<file path="config.mk">
export PLATFORM = sky130hd
export DESIGN_NAME = ddi_device
export DESIGN_NICKNAME = d
export VERILOG_FILES = /design/src/pkg/ddi_pkg.sv /design/src/verilog/ddi_sync3.sv /design/src/verilog/ddi_device.sv
export SDC_FILE = /design/constraint.sdc
export NUM_CORES = 1
export LEC_CHECK = 0
export BUFFER_PORTS_ARGS = -buffer_cell sky130_fd_sc_hd__clkbuf_2
export CORE_MARGIN = 5
export CORE_UTILIZATION = 34
export DETAILED_ROUTE_END_ITERATION = 16
export GPL_TIMING_DRIVEN = 1
export HOLD_SLACK_MARGIN = 0.12
export PLACE_DENSITY = 0.59
export SYNTH_ARGS = -nofsm -noshare
export SYNTH_HDL_FRONTEND = slang
export SYNTH_HIERARCHICAL = 1
export SYNTH_SLANG_ARGS = --single-unit
</file>
<file path="constraint.sdc">
create_clock -name core_clk -period 5.6 [get_ports core_clk]
set_clock_uncertainty 0.05 [all_clocks]
set_input_delay 0.28 -clock core_clk [delete_from_list [all_inputs] [get_ports core_clk]]
set_output_delay 0.28 -clock core_clk [all_outputs]
set_load 0.01 [all_outputs]
</file>
<file path="src/pkg/ddi_pkg.sv">
// ddi_pkg: shared constants for the memory device command model.
// assumes: imported by the device top and the testbench.
package ddi_pkg;
  // apb register byte offsets
  localparam logic [7:0] REG_CTRL = 8'h00;
  localparam logic [7:0] REG_STATUS = 8'h04;
  localparam logic [7:0] REG_MODE = 8'h08;
  localparam logic [7:0] REG_ERR = 8'h0C;
  // control register fields and reset value
  localparam int CTRL_EN_BIT = 0;
  localparam logic [31:0] CTRL_RESET = 32'h0000_0001;
  // error register fields (write one to clear)
  localparam int ERR_IDLE_BIT = 0;
  localparam int ERR_EARLY_BIT = 1;
  // command codes on {ras_n, cas_n, we_n} while chip select is low
  localparam logic [2:0] CMD_MODE = 3'h0;
  localparam logic [2:0] CMD_REFRESH = 3'h1;
  localparam logic [2:0] CMD_PRECHARGE = 3'h2;
  localparam logic [2:0] CMD_ACTIVATE = 3'h3;
  localparam logic [2:0] CMD_WRITE = 3'h4;
  localparam logic [2:0] CMD_READ = 3'h5;
  // address bit positions
  localparam int DLL_RESET_BIT = 8;
  localparam int AUTO_PRECHARGE_SELECT_BIT = 10;
  localparam int DRIVE_CAL_LSB = 7;
  localparam int BL_LSB = 0;
  localparam int CL_LSB = 4;
  localparam int AL_LSB = 3;
  // bank select codes for mode loads
  localparam logic [1:0] SEL_MAIN = 2'h0;
  localparam logic [1:0] SEL_EXT = 2'h2;
  // burst length code for eight, and reset mode values
  localparam logic [2:0] BL8_CODE = 3'h3;
  localparam logic [2:0] CL_RESET = 3'h3;
  localparam logic [2:0] AL_RESET = 3'h0;
  // link cycles for dll lock before normal operation
  localparam logic [7:0] DLL_LOCK_CK = 8'hC8;
  // read scheduling depth in link cycles
  localparam int SCHED_DEPTH = 16;
endpackage

</file>
<file path="src/verilog/ddi_sync3.sv">
// ddi_sync3: three-stage synchroniser for pins from the link side.
// assumes: inputs are asynchronous to core_clk; output changes only
// once the second and third stages agree.
`timescale 1ns/1ps
`default_nettype none
module ddi_sync3 #(
  parameter int W = 1
) (
  // clock and reset
  input wire logic core_clk,
  input wire logic rst,
  // pin side
  input wire logic [W-1:0] pin,
  // core side
  output logic [W-1:0] lvl
);
  logic [W-1:0] s1_q, s2_q, s3_q, lvl_q;
  logic [W-1:0] lvl_d;

  // take a bit only when stages two and three agree
  always_comb begin
    lvl_d = lvl_q;
    for (int i = 0; i < W; i++) begin
      if (s2_q[i] == s3_q[i]) begin
        lvl_d[i] = s3_q[i];
      end
    end
  end

  // stage one feeds stage two only
  always_ff @(posedge core_clk) begin
    if (rst) begin
      s1_q <= '0;
      s2_q <= '0;
      s3_q <= '0;
      lvl_q <= '0;
    end else begin
      s1_q <= pin;
      s2_q <= s1_q;
      s3_q <= s2_q;
      lvl_q <= lvl_d;
    end
  end

  assign lvl = lvl_q;
endmodule
`default_nettype wire

</file>
<file path="src/verilog/ddi_device.sv">
// ddi_device: command-level model of a double-data-rate memory device.
// assumes: the controller keeps its own timing; mem_ck comes from it and
// is sampled here; registers are reached over apb.
//
// Chosen here: the register addresses and the APB slave port.
`timescale 1ns/1ps
`default_nettype none
module ddi_device
  import ddi_pkg::*;
#(
  parameter int DQ_W = 8,
  parameter int ROW_W = 14
) (
  // clock and reset
  input wire logic core_clk,
  input wire logic rst,
  // apb slave
  input wire logic psel,
  input wire logic penable,
  input wire logic pwrite,
  input wire logic [7:0] paddr,
  input wire logic [31:0] pwdata,
  output logic [31:0] prdata,
  output logic pready,
  output logic pslverr,
  // command pins from the controller
  input wire logic mem_ck,
  input wire logic cs_n,
  input wire logic ras_n,
  input wire logic cas_n,
  input wire logic we_n,
  input wire logic bank_select_low,
  input wire logic bank_select_high,
  input wire logic [ROW_W-1:0] addr,
  // read data and strobe pins
  output logic [DQ_W-1:0] dq_o,
  output logic dq_oe,
  output logic dqs_o,
  output logic dqs_n_o,
  output logic dqs_oe
);
  localparam int PW = ROW_W + 7;

  // pins through the synchroniser, clock and command aligned
  logic [PW-1:0] pin_lvl;
  ddi_sync3 #(.W(PW)) u_sync (
    .core_clk(core_clk),
    .rst(rst),
    .pin({mem_ck, cs_n, ras_n, cas_n, we_n, bank_select_high,
          bank_select_low, addr}),
    .lvl(pin_lvl)
  );

  logic ck_q, ck_rise, ck_edge, cmd_vld;
  logic [2:0] cmd;
  logic [1:0] ba;
  logic [ROW_W-1:0] a;
  assign a = pin_lvl[ROW_W-1:0];
  assign ba = pin_lvl[ROW_W+1:ROW_W];
  assign cmd = pin_lvl[ROW_W+4:ROW_W+2];
  assign ck_rise = pin_lvl[PW-1] & ~ck_q;
  assign ck_edge = pin_lvl[PW-1] ^ ck_q;

  // register state
  logic en_q, en_d, ready_q, ready_d, dll_run_q, dll_run_d;
  logic [7:0] dll_cnt_q, dll_cnt_d;
  logic [2:0] cl_q, cl_d, al_q, al_d, cal_q, cal_d;
  logic bl8_q, bl8_d;
  logic [1:0] err_q, err_d;
  logic [3:0] open_q, open_d;
  logic [ROW_W-1:0] row_q [4], row_d [4];
  logic [4:0] apc_q [4], apc_d [4];
  // read path state
  logic [SCHED_DEPTH-1:0] sched_q, sched_d;
  logic [DQ_W-1:0] col_q [SCHED_DEPTH], col_d [SCHED_DEPTH];
  logic act_q, act_d, pre_q, pre_d;
  logic [2:0] left_q, left_d, idx_q, idx_d;
  logic [DQ_W-1:0] base_q, base_d, dq_q, dq_d;
  logic [3:0] rl;
  logic is_read, col_cmd;

  assign cmd_vld = ck_rise & ~pin_lvl[ROW_W+5] & en_q;
  assign is_read = cmd_vld & (cmd == CMD_READ);
  assign col_cmd = cmd_vld & (cmd == CMD_READ || cmd == CMD_WRITE);
  assign rl = 4'(al_q) + 4'(cl_q);

  // apb access strobes
  logic wr_en;
  assign wr_en = psel & penable & pwrite;

  // command decode, bank tracking, mode loads and dll wait
  always_comb begin
    en_d = en_q;
    ready_d = ready_q;
    dll_run_d = dll_run_q;
    dll_cnt_d = dll_cnt_q;
    cl_d = cl_q;
    al_d = al_q;
    cal_d = cal_q;
    bl8_d = bl8_q;
    open_d = open_q;
    err_d = err_q;
    row_d = row_q;
    apc_d = apc_q;
    if (wr_en && paddr == REG_CTRL) begin
      en_d = pwdata[CTRL_EN_BIT];
    end
    // clear first so a same-cycle event still sets
    if (wr_en && paddr == REG_ERR) begin
      err_d = err_q & ~pwdata[1:0];
    end
    if (ck_rise && dll_run_q) begin
      dll_cnt_d = dll_cnt_q - 8'h01;
      if (dll_cnt_q == 8'h01) begin
        dll_run_d = 1'b0;
        ready_d = 1'b1;
      end
    end
    // auto precharge countdown per bank
    for (int b = 0; b < 4; b++) begin
      if (ck_rise && apc_q[b] != 5'h00) begin
        apc_d[b] = apc_q[b] - 5'h01;
        if (apc_q[b] == 5'h01) begin
          open_d[b] = 1'b0;
        end
      end
    end
    if (cmd_vld) begin
      unique case (cmd)
        CMD_ACTIVATE: begin
          open_d[ba] = 1'b1;
          row_d[ba] = a;
        end
        CMD_PRECHARGE: begin
          if (a[AUTO_PRECHARGE_SELECT_BIT]) begin
            open_d = 4'h0;
          end else begin
            open_d[ba] = 1'b0;
          end
        end
        CMD_MODE: begin
          // register chosen by the bank selects
          if (ba == SEL_MAIN) begin
            bl8_d = (a[BL_LSB+:3] == BL8_CODE);
            cl_d = a[CL_LSB+:3];
            if (a[DLL_RESET_BIT]) begin
              dll_run_d = 1'b1;
              dll_cnt_d = DLL_LOCK_CK;
              ready_d = 1'b0;
            end
          end else if (ba == SEL_EXT) begin
            al_d = a[AL_LSB+:3];
            cal_d = a[DRIVE_CAL_LSB+:3];
          end
        end
        CMD_READ, CMD_WRITE: begin
          if (!open_q[ba]) begin
            err_d[ERR_IDLE_BIT] = 1'b1;
          end
          if (!ready_q) begin
            err_d[ERR_EARLY_BIT] = 1'b1;
          end
          // close after al plus half the burst
          if (cmd == CMD_READ && a[AUTO_PRECHARGE_SELECT_BIT]) begin
            apc_d[ba] = 5'(al_q) + (bl8_q ? 5'h04 : 5'h02);
          end
        end
        default: begin
        end
      endcase
    end
  end

  always_ff @(posedge core_clk) begin
    if (rst) begin
      ck_q <= 1'b0;
      en_q <= CTRL_RESET[CTRL_EN_BIT];
      ready_q <= 1'b0;
      dll_run_q <= 1'b0;
      dll_cnt_q <= 8'h00;
      cl_q <= CL_RESET;
      al_q <= AL_RESET;
      cal_q <= 3'h0;
      bl8_q <= 1'b0;
      open_q <= 4'h0;
      err_q <= 2'h0;
      for (int b = 0; b < 4; b++) begin
        row_q[b] <= '0;
        apc_q[b] <= 5'h00;
      end
    end else begin
      ck_q <= pin_lvl[PW-1];
      en_q <= en_d;
      ready_q <= ready_d;
      dll_run_q <= dll_run_d;
      dll_cnt_q <= dll_cnt_d;
      cl_q <= cl_d;
      al_q <= al_d;
      cal_q <= cal_d;
      bl8_q <= bl8_d;
      open_q <= open_d;
      err_q <= err_d;
      row_q <= row_d;
      apc_q <= apc_d;
    end
  end

  // read scheduling and burst engine; a new start simply replaces the
  // running burst, which gives both seamless and truncated streams
  always_comb begin
    sched_d = sched_q;
    col_d = col_q;
    act_d = act_q;
    pre_d = pre_q;
    left_d = left_q;
    idx_d = idx_q;
    base_d = base_q;
    dq_d = dq_q;
    if (ck_rise) begin
      sched_d = sched_q >> 1;
      for (int i = 0; i < SCHED_DEPTH - 1; i++) begin
        col_d[i] = col_q[i+1];
      end
      if (is_read && rl != 4'h0) begin
        sched_d[rl-4'h1] = 1'b1;
        col_d[rl-4'h1] = DQ_W'(a) ^ DQ_W'(ba);
      end
      // a burst ending at this edge still leaves room for a preamble
      pre_d = sched_q[1] & ~(act_q & (left_q != 3'h0));
    end
    if (ck_edge) begin
      if (ck_rise && sched_q[0]) begin
        act_d = 1'b1;
        pre_d = 1'b0;
        left_d = bl8_q ? 3'h7 : 3'h3;
        idx_d = 3'h0;
        base_d = col_q[0];
        dq_d = col_q[0];
      end else if (act_q && left_q != 3'h0) begin
        left_d = left_q - 3'h1;
        idx_d = idx_q + 3'h1;
        dq_d = base_q + DQ_W'(idx_q + 3'h1);
      end else begin
        act_d = 1'b0;
      end
    end
  end

  always_ff @(posedge core_clk) begin
    if (rst) begin
      sched_q <= '0;
      act_q <= 1'b0;
      pre_q <= 1'b0;
      left_q <= 3'h0;
      idx_q <= 3'h0;
      base_q <= '0;
      dq_q <= '0;
      for (int i = 0; i < SCHED_DEPTH; i++) begin
        col_q[i] <= '0;
      end
    end else begin
      sched_q <= sched_d;
      col_q <= col_d;
      act_q <= act_d;
      pre_q <= pre_d;
      left_q <= left_d;
      idx_q <= idx_d;
      base_q <= base_d;
      dq_q <= dq_d;
    end
  end

  // strobe high on even elements, low on odd ones and in the preamble
  assign dq_o = dq_q;
  assign dq_oe = act_q;
  assign dqs_oe = act_q | pre_q;
  assign dqs_o = act_q & ~idx_q[0];
  assign dqs_n_o = ~dqs_o;

  // apb read mux; zero-wait, unmapped reads zero with an error
  always_comb begin
    prdata = 32'h0000_0000;
    pslverr = 1'b0;
    unique case (paddr)
      REG_CTRL: prdata[CTRL_EN_BIT] = en_q;
      REG_STATUS: prdata[11:0] = {cal_q, open_q, dll_run_q, 3'h0, ready_q};
      REG_MODE: prdata[8:0] = {bl8_q, 1'b0, al_q, 1'b0, cl_q};
      REG_ERR: prdata[1:0] = err_q;
      default: pslverr = psel & penable;
    endcase
  end
  assign pready = 1'b1;

  property p_ready_after_lock;
    @(posedge core_clk) disable iff (rst)
      $rose(ready_q) |-> $past(dll_cnt_q) == 8'h01;
  endproperty
  a_ready_after_lock: assert property (p_ready_after_lock)
    else $error("ready raised before dll lock count ended");

  property p_prech_all;
    @(posedge core_clk) disable iff (rst)
      cmd_vld && cmd == CMD_PRECHARGE && a[AUTO_PRECHARGE_SELECT_BIT]
      |=> open_q == 4'h0;
  endproperty
  a_prech_all: assert property (p_prech_all)
    else $error("precharge all left a bank open");

  property p_first_data;
    @(posedge core_clk) disable iff (rst)
      ck_rise && sched_q[0] |=> act_q && idx_q == 3'h0 && dq_oe;
  endproperty
  a_first_data: assert property (p_first_data)
    else $error("first read element not driven at read latency");

  property p_preamble;
    @(posedge core_clk) disable iff (rst)
      pre_q |-> dqs_oe && !dqs_o && dqs_n_o && !dq_oe;
  endproperty
  a_preamble: assert property (p_preamble)
    else $error("strobe preamble wrong");

  property p_release;
    @(posedge core_clk) disable iff (rst)
      $fell(act_q) |-> !dq_oe && $past(left_q) == 3'h0;
  endproperty
  a_release: assert property (p_release)
    else $error("data released early or not at all");

  property p_seamless;
    @(posedge core_clk) disable iff (rst)
      ck_edge && act_q && left_q == 3'h0 && ck_rise && sched_q[0]
      |=> act_q && idx_q == 3'h0 ##1 act_q;
  endproperty
  a_seamless: assert property (p_seamless)
    else $error("gap between concatenated bursts");

  property p_truncate;
    @(posedge core_clk) disable iff (rst)
      ck_rise && sched_q[0] && act_q && left_q != 3'h0
      |=> idx_q == 3'h0 && left_q == (bl8_q ? 3'h7 : 3'h3);
  endproperty
  a_truncate: assert property (p_truncate)
    else $error("interrupting read did not restart burst");

  property p_idle_flag;
    @(posedge core_clk) disable iff (rst)
      col_cmd && !open_q[ba] |=> err_q[ERR_IDLE_BIT];
  endproperty
  a_idle_flag: assert property (p_idle_flag)
    else $error("column command to idle bank not flagged");

  // banks whose auto precharge ends at this link edge
  logic [3:0] apc_end;
  always_comb begin
    for (int b = 0; b < 4; b++) begin
      apc_end[b] = ck_rise && apc_q[b] == 5'h01;
    end
  end

  property p_auto_close;
    @(posedge core_clk) disable iff (rst)
      apc_end != 4'h0 |=> (open_q & $past(apc_end)) == 4'h0;
  endproperty
  a_auto_close: assert property (p_auto_close)
    else $error("auto precharge did not close bank");
endmodule
`default_nettype wire

</file>
Yosys cells after proc, flatten, opt, wreduce, memory -nomap -nowiden
Cells that the tools add are included.
- input bits: 66
- register bits after elaboration: 297
- output and inout port bits: 46
- word-level logic and storage cells: 243
- magnitude comparators: 8
- $add $sub $neg: 12
- multiplexer cells: 72
- equality and inequality tests: 33
- reduce and logical (&&, ||, !) cells: 33
- bitwise gates (word level): 26
- operators with widths (operator ; count):
    $bwmux 128 ; 1
    $mux 128 ; 1
    $mux 8 ; 8
    $mux 20 ; 3
    $demux 8 s4 ; 1
    $mux 1 ; 31
    $mux 5 ; 5
    $mux 3 ; 7
    $bwmux 20 ; 1
    $eq 5x1->1 const B ; 4
    $reduce_bool 5->1 ; 4
    $sub 5x1->5 const B ; 4
    $eq 1x1->1 ; 18
    $eq 8x4->1 const B ; 2
    $mux 16 ; 1
    $or 15x16->16 ; 1
    $logic_and 1x1->1 ; 15
    $pmux 7 s2 ; 1
    $demux 5 s2 ; 1
    $and 1x1->1 ; 9
    $eq 3x2->1 const B ; 3
    $add 3x3->4 ; 2
    $add 8x4->8 ; 1
    $eq 8x1->1 const B ; 1
    47 further kinds ; 59

Longest topological paths before layout
- depth after elaboration: 9
- depth in mapped cells: 9
- mapped depth without buffers: 9

Modules after synthesis
The synthesis kept the hierarchy.
- modules (own cells, without submodules) (module ; instances ; sequential area each (µm²) ; cells each ; area each (µm²)):
    ddi_device ; 1 ; 4324.1 ; 1231 ; 10552.6
    ddi_sync3 ; 1 ; 1681.6 ; 219 ; 2453.6

Least setup slack after synthesis
OpenSTA, ideal clock, no wires.
- path type: reg2reg
- from: reg al_q[0]
- to: reg col_q[66] (netlist name)
- path buffers: 1
- stages on the path, launching flop included: 10
- setup time: 0.092 ns
- arrival time: 2.132 ns
- setup slack: 3.326 ns
- required time: 5.458 ns
- clock period less this slack: 2.274 ns
- path through: dfxtp_1 ha_1 inv_1 fa_1 xnor2_1 nor2_1 nand3_1 clkbuf_1 nor2_1 nor4_1
- word-level cells in the longest chain between the ends: 9
- elaborated cells on any way between the ends: 12
- those cells by class: add/sub: 2; order compare: 2; mux: 4; bitwise: 1; reduce/logical: 3
- RTL lines (item ; RTL line ; source):
    start, declared ; ddi_device.sv:67 ; logic [2:0] cl_q, cl_d, al_q, al_d, cal_q, cal_d;
    start signal, assigned ; ddi_device.sv:198 ; al_q <= al_d;
    $add 3x3->4 * ; ddi_device.sv:85 ; assign rl = 4'(al_q) + 4'(cl_q);
    $sub 4x1->4 ; ddi_device.sv:226 ; col_d[rl-4'h1] = DQ_W'(a) ^ DQ_W'(ba);
    $not 4->5 (implied by the code) ; ddi_device.sv:226 ;
    $ge 5x5->1 (implied by the code) / $lt 5x1->1 (equally long branches) ; ddi_device.sv:226 ;
    $logic_and 1x1->1 (implied by the code) ; ddi_device.sv:226 ;
    $mux 8 (implied by the code) ; ddi_device.sv:226 ;
    $demux 8 s4 ; ddi_device.sv:226 ;
    $bwmux 128 ; ddi_device.sv:226 ;
    $mux 128 * ; ddi_device.sv:224 ; if (is_read && rl != 4'h0) begin
    end signal, assigned ; ddi_device.sv:263 ; col_q <= col_d;
    end, declared ; ddi_device.sv:75 ; logic [DQ_W-1:0] col_q [SCHED_DEPTH], col_d [SCHED_DEPTH];
Every way passes the cells marked *; elsewhere a longest branch is shown, timed or not.
A chain may end at the register's enable or synchronous reset.

Worst setup path in the final report
- from: reg al_q[0]
- to: reg col_q[8] (netlist name)
The elaborated chain is that of the path after synthesis.

==> impl_metrics.json <==
{
  "ir_drop_mv": 0.199,
  "avgRoutedWirePerCell_um": 13.2,
  "finalPower_mw": 4.29,
  "cpMaxStageDelayCell": "nand4_1",
  "max_clock_freq_mhz": 311,
  "vias_per_cell": 4.91,
  "power.density_nw_per_um2": 300,
  "row_count": 70,
  "drt_iter0_markers": 554,
  "firstDrtPassIters": 5,
  "seqCellArea_um2": 5770,
  "cts_sinks": 288,
  "start_util": 0.345,
  "vias": 9426,
  "cts.path.max_buffers": 3,
  "fp.dieH_um": 203,
  "final.period_utilization": 0.574,
  "die_w_um": 203,
  "setup_tns_ns": 0,
  "cts.clk_slew.worst_paths_ns": 0.06,
  "io-pin-count": 112,
  "track_usage": 0.120,
  "worstReg2RegEnd": "col_q[8]",
  "finalNetCount": 1524,
  "finalWirelength_mm": 25.3,
  "fin_ws_ns": 2.39,
  "drv_cap": 0,
  "cp-endpoint": "col_q[8]",
  "ys_warn_count": 6,
  "r2r_start": "al_q[0]",
  "fin_cells": 1921,
  "hpwl_mm": 16.8,
  "root_buffer": "clkbuf_16",
  "overflow": 0,
  "pre_cts_ws_ns": 2.34,
  "rsz0062_at_grt": "false",
  "fin_crit_ns": 3.21,
  "synth_area_um2": 12700,
  "cts_tree": "done",
  "port_buffers": 56,
  "syn_to_final_growth_pct": 12.9,
  "r2r_cells": 7,
  "grt_pass1_vias": 8461,
  "htree_num_levels": 1,
  "status": "complete, no violations",
  "drc_errors": 0,
  "leakage_nw": 5.79,
  "postCtsSetupBuffers": 0,
  "clk_latency_ns": 0.55,
  "antenna-diode-count": 0,
  "slew_viol_final": 0,
  "worstPathArrival_ns": 3.60,
  "numCtsBuffers": 29,
  "hold_class": "in -> reg",
  "crit_required_ns": 5.99,
  "fillCellCount": 3647,
  "crit_fanout": 11,
  "gp_congestion": 0.770,
  "dp.cells": 1846,
  "cp-startpoint": "al_q[0]",
  "end_kind": "flip-flop",
  "antenna_found_initial": 1,
  "path_class": "reg -> reg",
  "syn_area_per_cell_um2": 8.92,
  "drive_gt1_frac": 0.0943,
  "antenna_left": 0,
  "dieArea_um2": 41200,
  "worst_hold_slack_ns": 0.194,
  "start_kind": "flip-flop",
  "syn-instance-count": 1420,
  "grt_pass1_wl_mm": 42.8,
  "tightest_slew_ns": 0.868,
  "reg2reg_slack_ns": 2.39,
  "slew-limit-headroom": 0.421,
  "critPathMaxStageDelay_ns": 0.63,
  "setup_viol": 0,
  "coreArea_um2": 36700,
  "timing.final.hold_violations": 0,
  "multi_input_area_um2": 6130,
  "crit_chain": "ha_1, inv_1, fa_1, and4b_1, nand4_1, and3_1, a211o_1",
  "grt_start_max_net_pins": 219
}
cells in the final DEF, fill, tap and decap left out, types with 11 or more instances in the layout:
master / count
a211o_1: 17
a211oi_1: 55
a21o_1: 15
a21oi_1: 62
a311oi_1: 16
and3_1: 23
and3b_1: 42
clkbuf_16: 29
clkbuf_2: 55
clkbuf_8: 11
conb_1: 22
dfxtp_1: 288
dlygate4sd3_1: 21
ha_1: 24
inv_1: 47
mux2i_1: 64
nand2_1: 99
nand2b_1: 19
nand3_1: 29
nor2_1: 210
nor2b_1: 71
nor3_1: 22
nor4_1: 45
o21ai_0: 26
xnor2_1: 14
xor2_1: 13
report_power, final:
| group | total (mW) | internal [mW] | switching (mW) |
|---|---|---|---|
| Combinational | 0.0942 | 0.0362 | 0.0580 |
| Sequential | 2.08 | 2.07 | 0.00800 |
| Clock | 2.12 | 1.31 | 0.809 |
| Total | 4.29 | 3.42 | 0.875 |
per-stage QoR:
step | util | area [µm²]
6_report | 0.390 | 14300
2_1_floorplan | - | 12700
3_5_place_dp | 0.355 | 13000
5_1_grt | 0.390 | 14300
4_1_cts | 0.390 | 14300
3_3_place_gp | 0.355 | 13000
state kept, by name, summed over array words and instances, names as in the netlist, 2 cells and up, named ones only:
name	flops
dq_o	8
sched_q	16
al_q	3
cl_q	3
base_q	8
u_sync/s1_q	18
cal_q	3
idx_q	3
apc_q	20
u_sync/s2_q	18
left_q	3
col_q	120
u_sync/lvl	18
u_sync/s3_q	18
err_q	2
open_q	4
dll_cnt_q	8
routing by layer:
| metal | up-vias | GRT usage | part of all wire | wire [µm] |
|---|---|---|---|---|
| met5 | - | 0 | 0 | 0 |
| met1 | 4379 | 0.173 | 0.51 | 12800 |
| li1 | 4880 | - | - | - |
| met3 | 37 | 0.0182 | 0.038 | 970 |
| met4 | 0 | 0.0323 | 0.020 | 500 |
| met2 | 130 | 0.187 | 0.44 | 11000 |
area by class of cell:
cell class | count | share of cell area
Timing Repair Buffer | 85 | 0.0400
Sequential cell | 288 | 0.403
Inverter | 47 | 0.0123
Clock inverter | 14 | 0.0150
Tap cell | 468 | 0.0409
Clock buffer | 40 | 0.0606
Multi-Input combinational cell | 979 | 0.428
worst max-delay path: cells and delay by family (launching register included):
kind            cells  cell delay, ns
simple gates        3            1.54
fa+ha+maj           2            0.71
flops               1            0.52
compound gates      1            0.22
buf+inv             1            0.06
worst min-delay path by stage:
stage | startpoint | endpoint | slack (ns) | depth (start not counted)
final | paddr[2] | err_q[0] | 0.19 | 4
after global routing | paddr[3] | err_q[1] | 0.25 | 4
after CTS | paddr[3] | err_q[0] | 0.16 | 4
after detailed placement | u_sync/s1_q[18] | u_sync/s2_q[18] | 0.37 | 1
after global placement | u_sync/s1_q[16] | u_sync/s2_q[16] | 0.37 | 1
after floorplan | addr[10] | u_sync/s1_q[10] | 0.36 | 1
what timing repair did:
| action | CTS | global route |
|---|---|---|
| hold endpoints to repair | 21 | 0 |
| hold buffers | 21 | 0 |
| resized for setup | 0 | 0 |
Power figures use the tool's default switching activity.
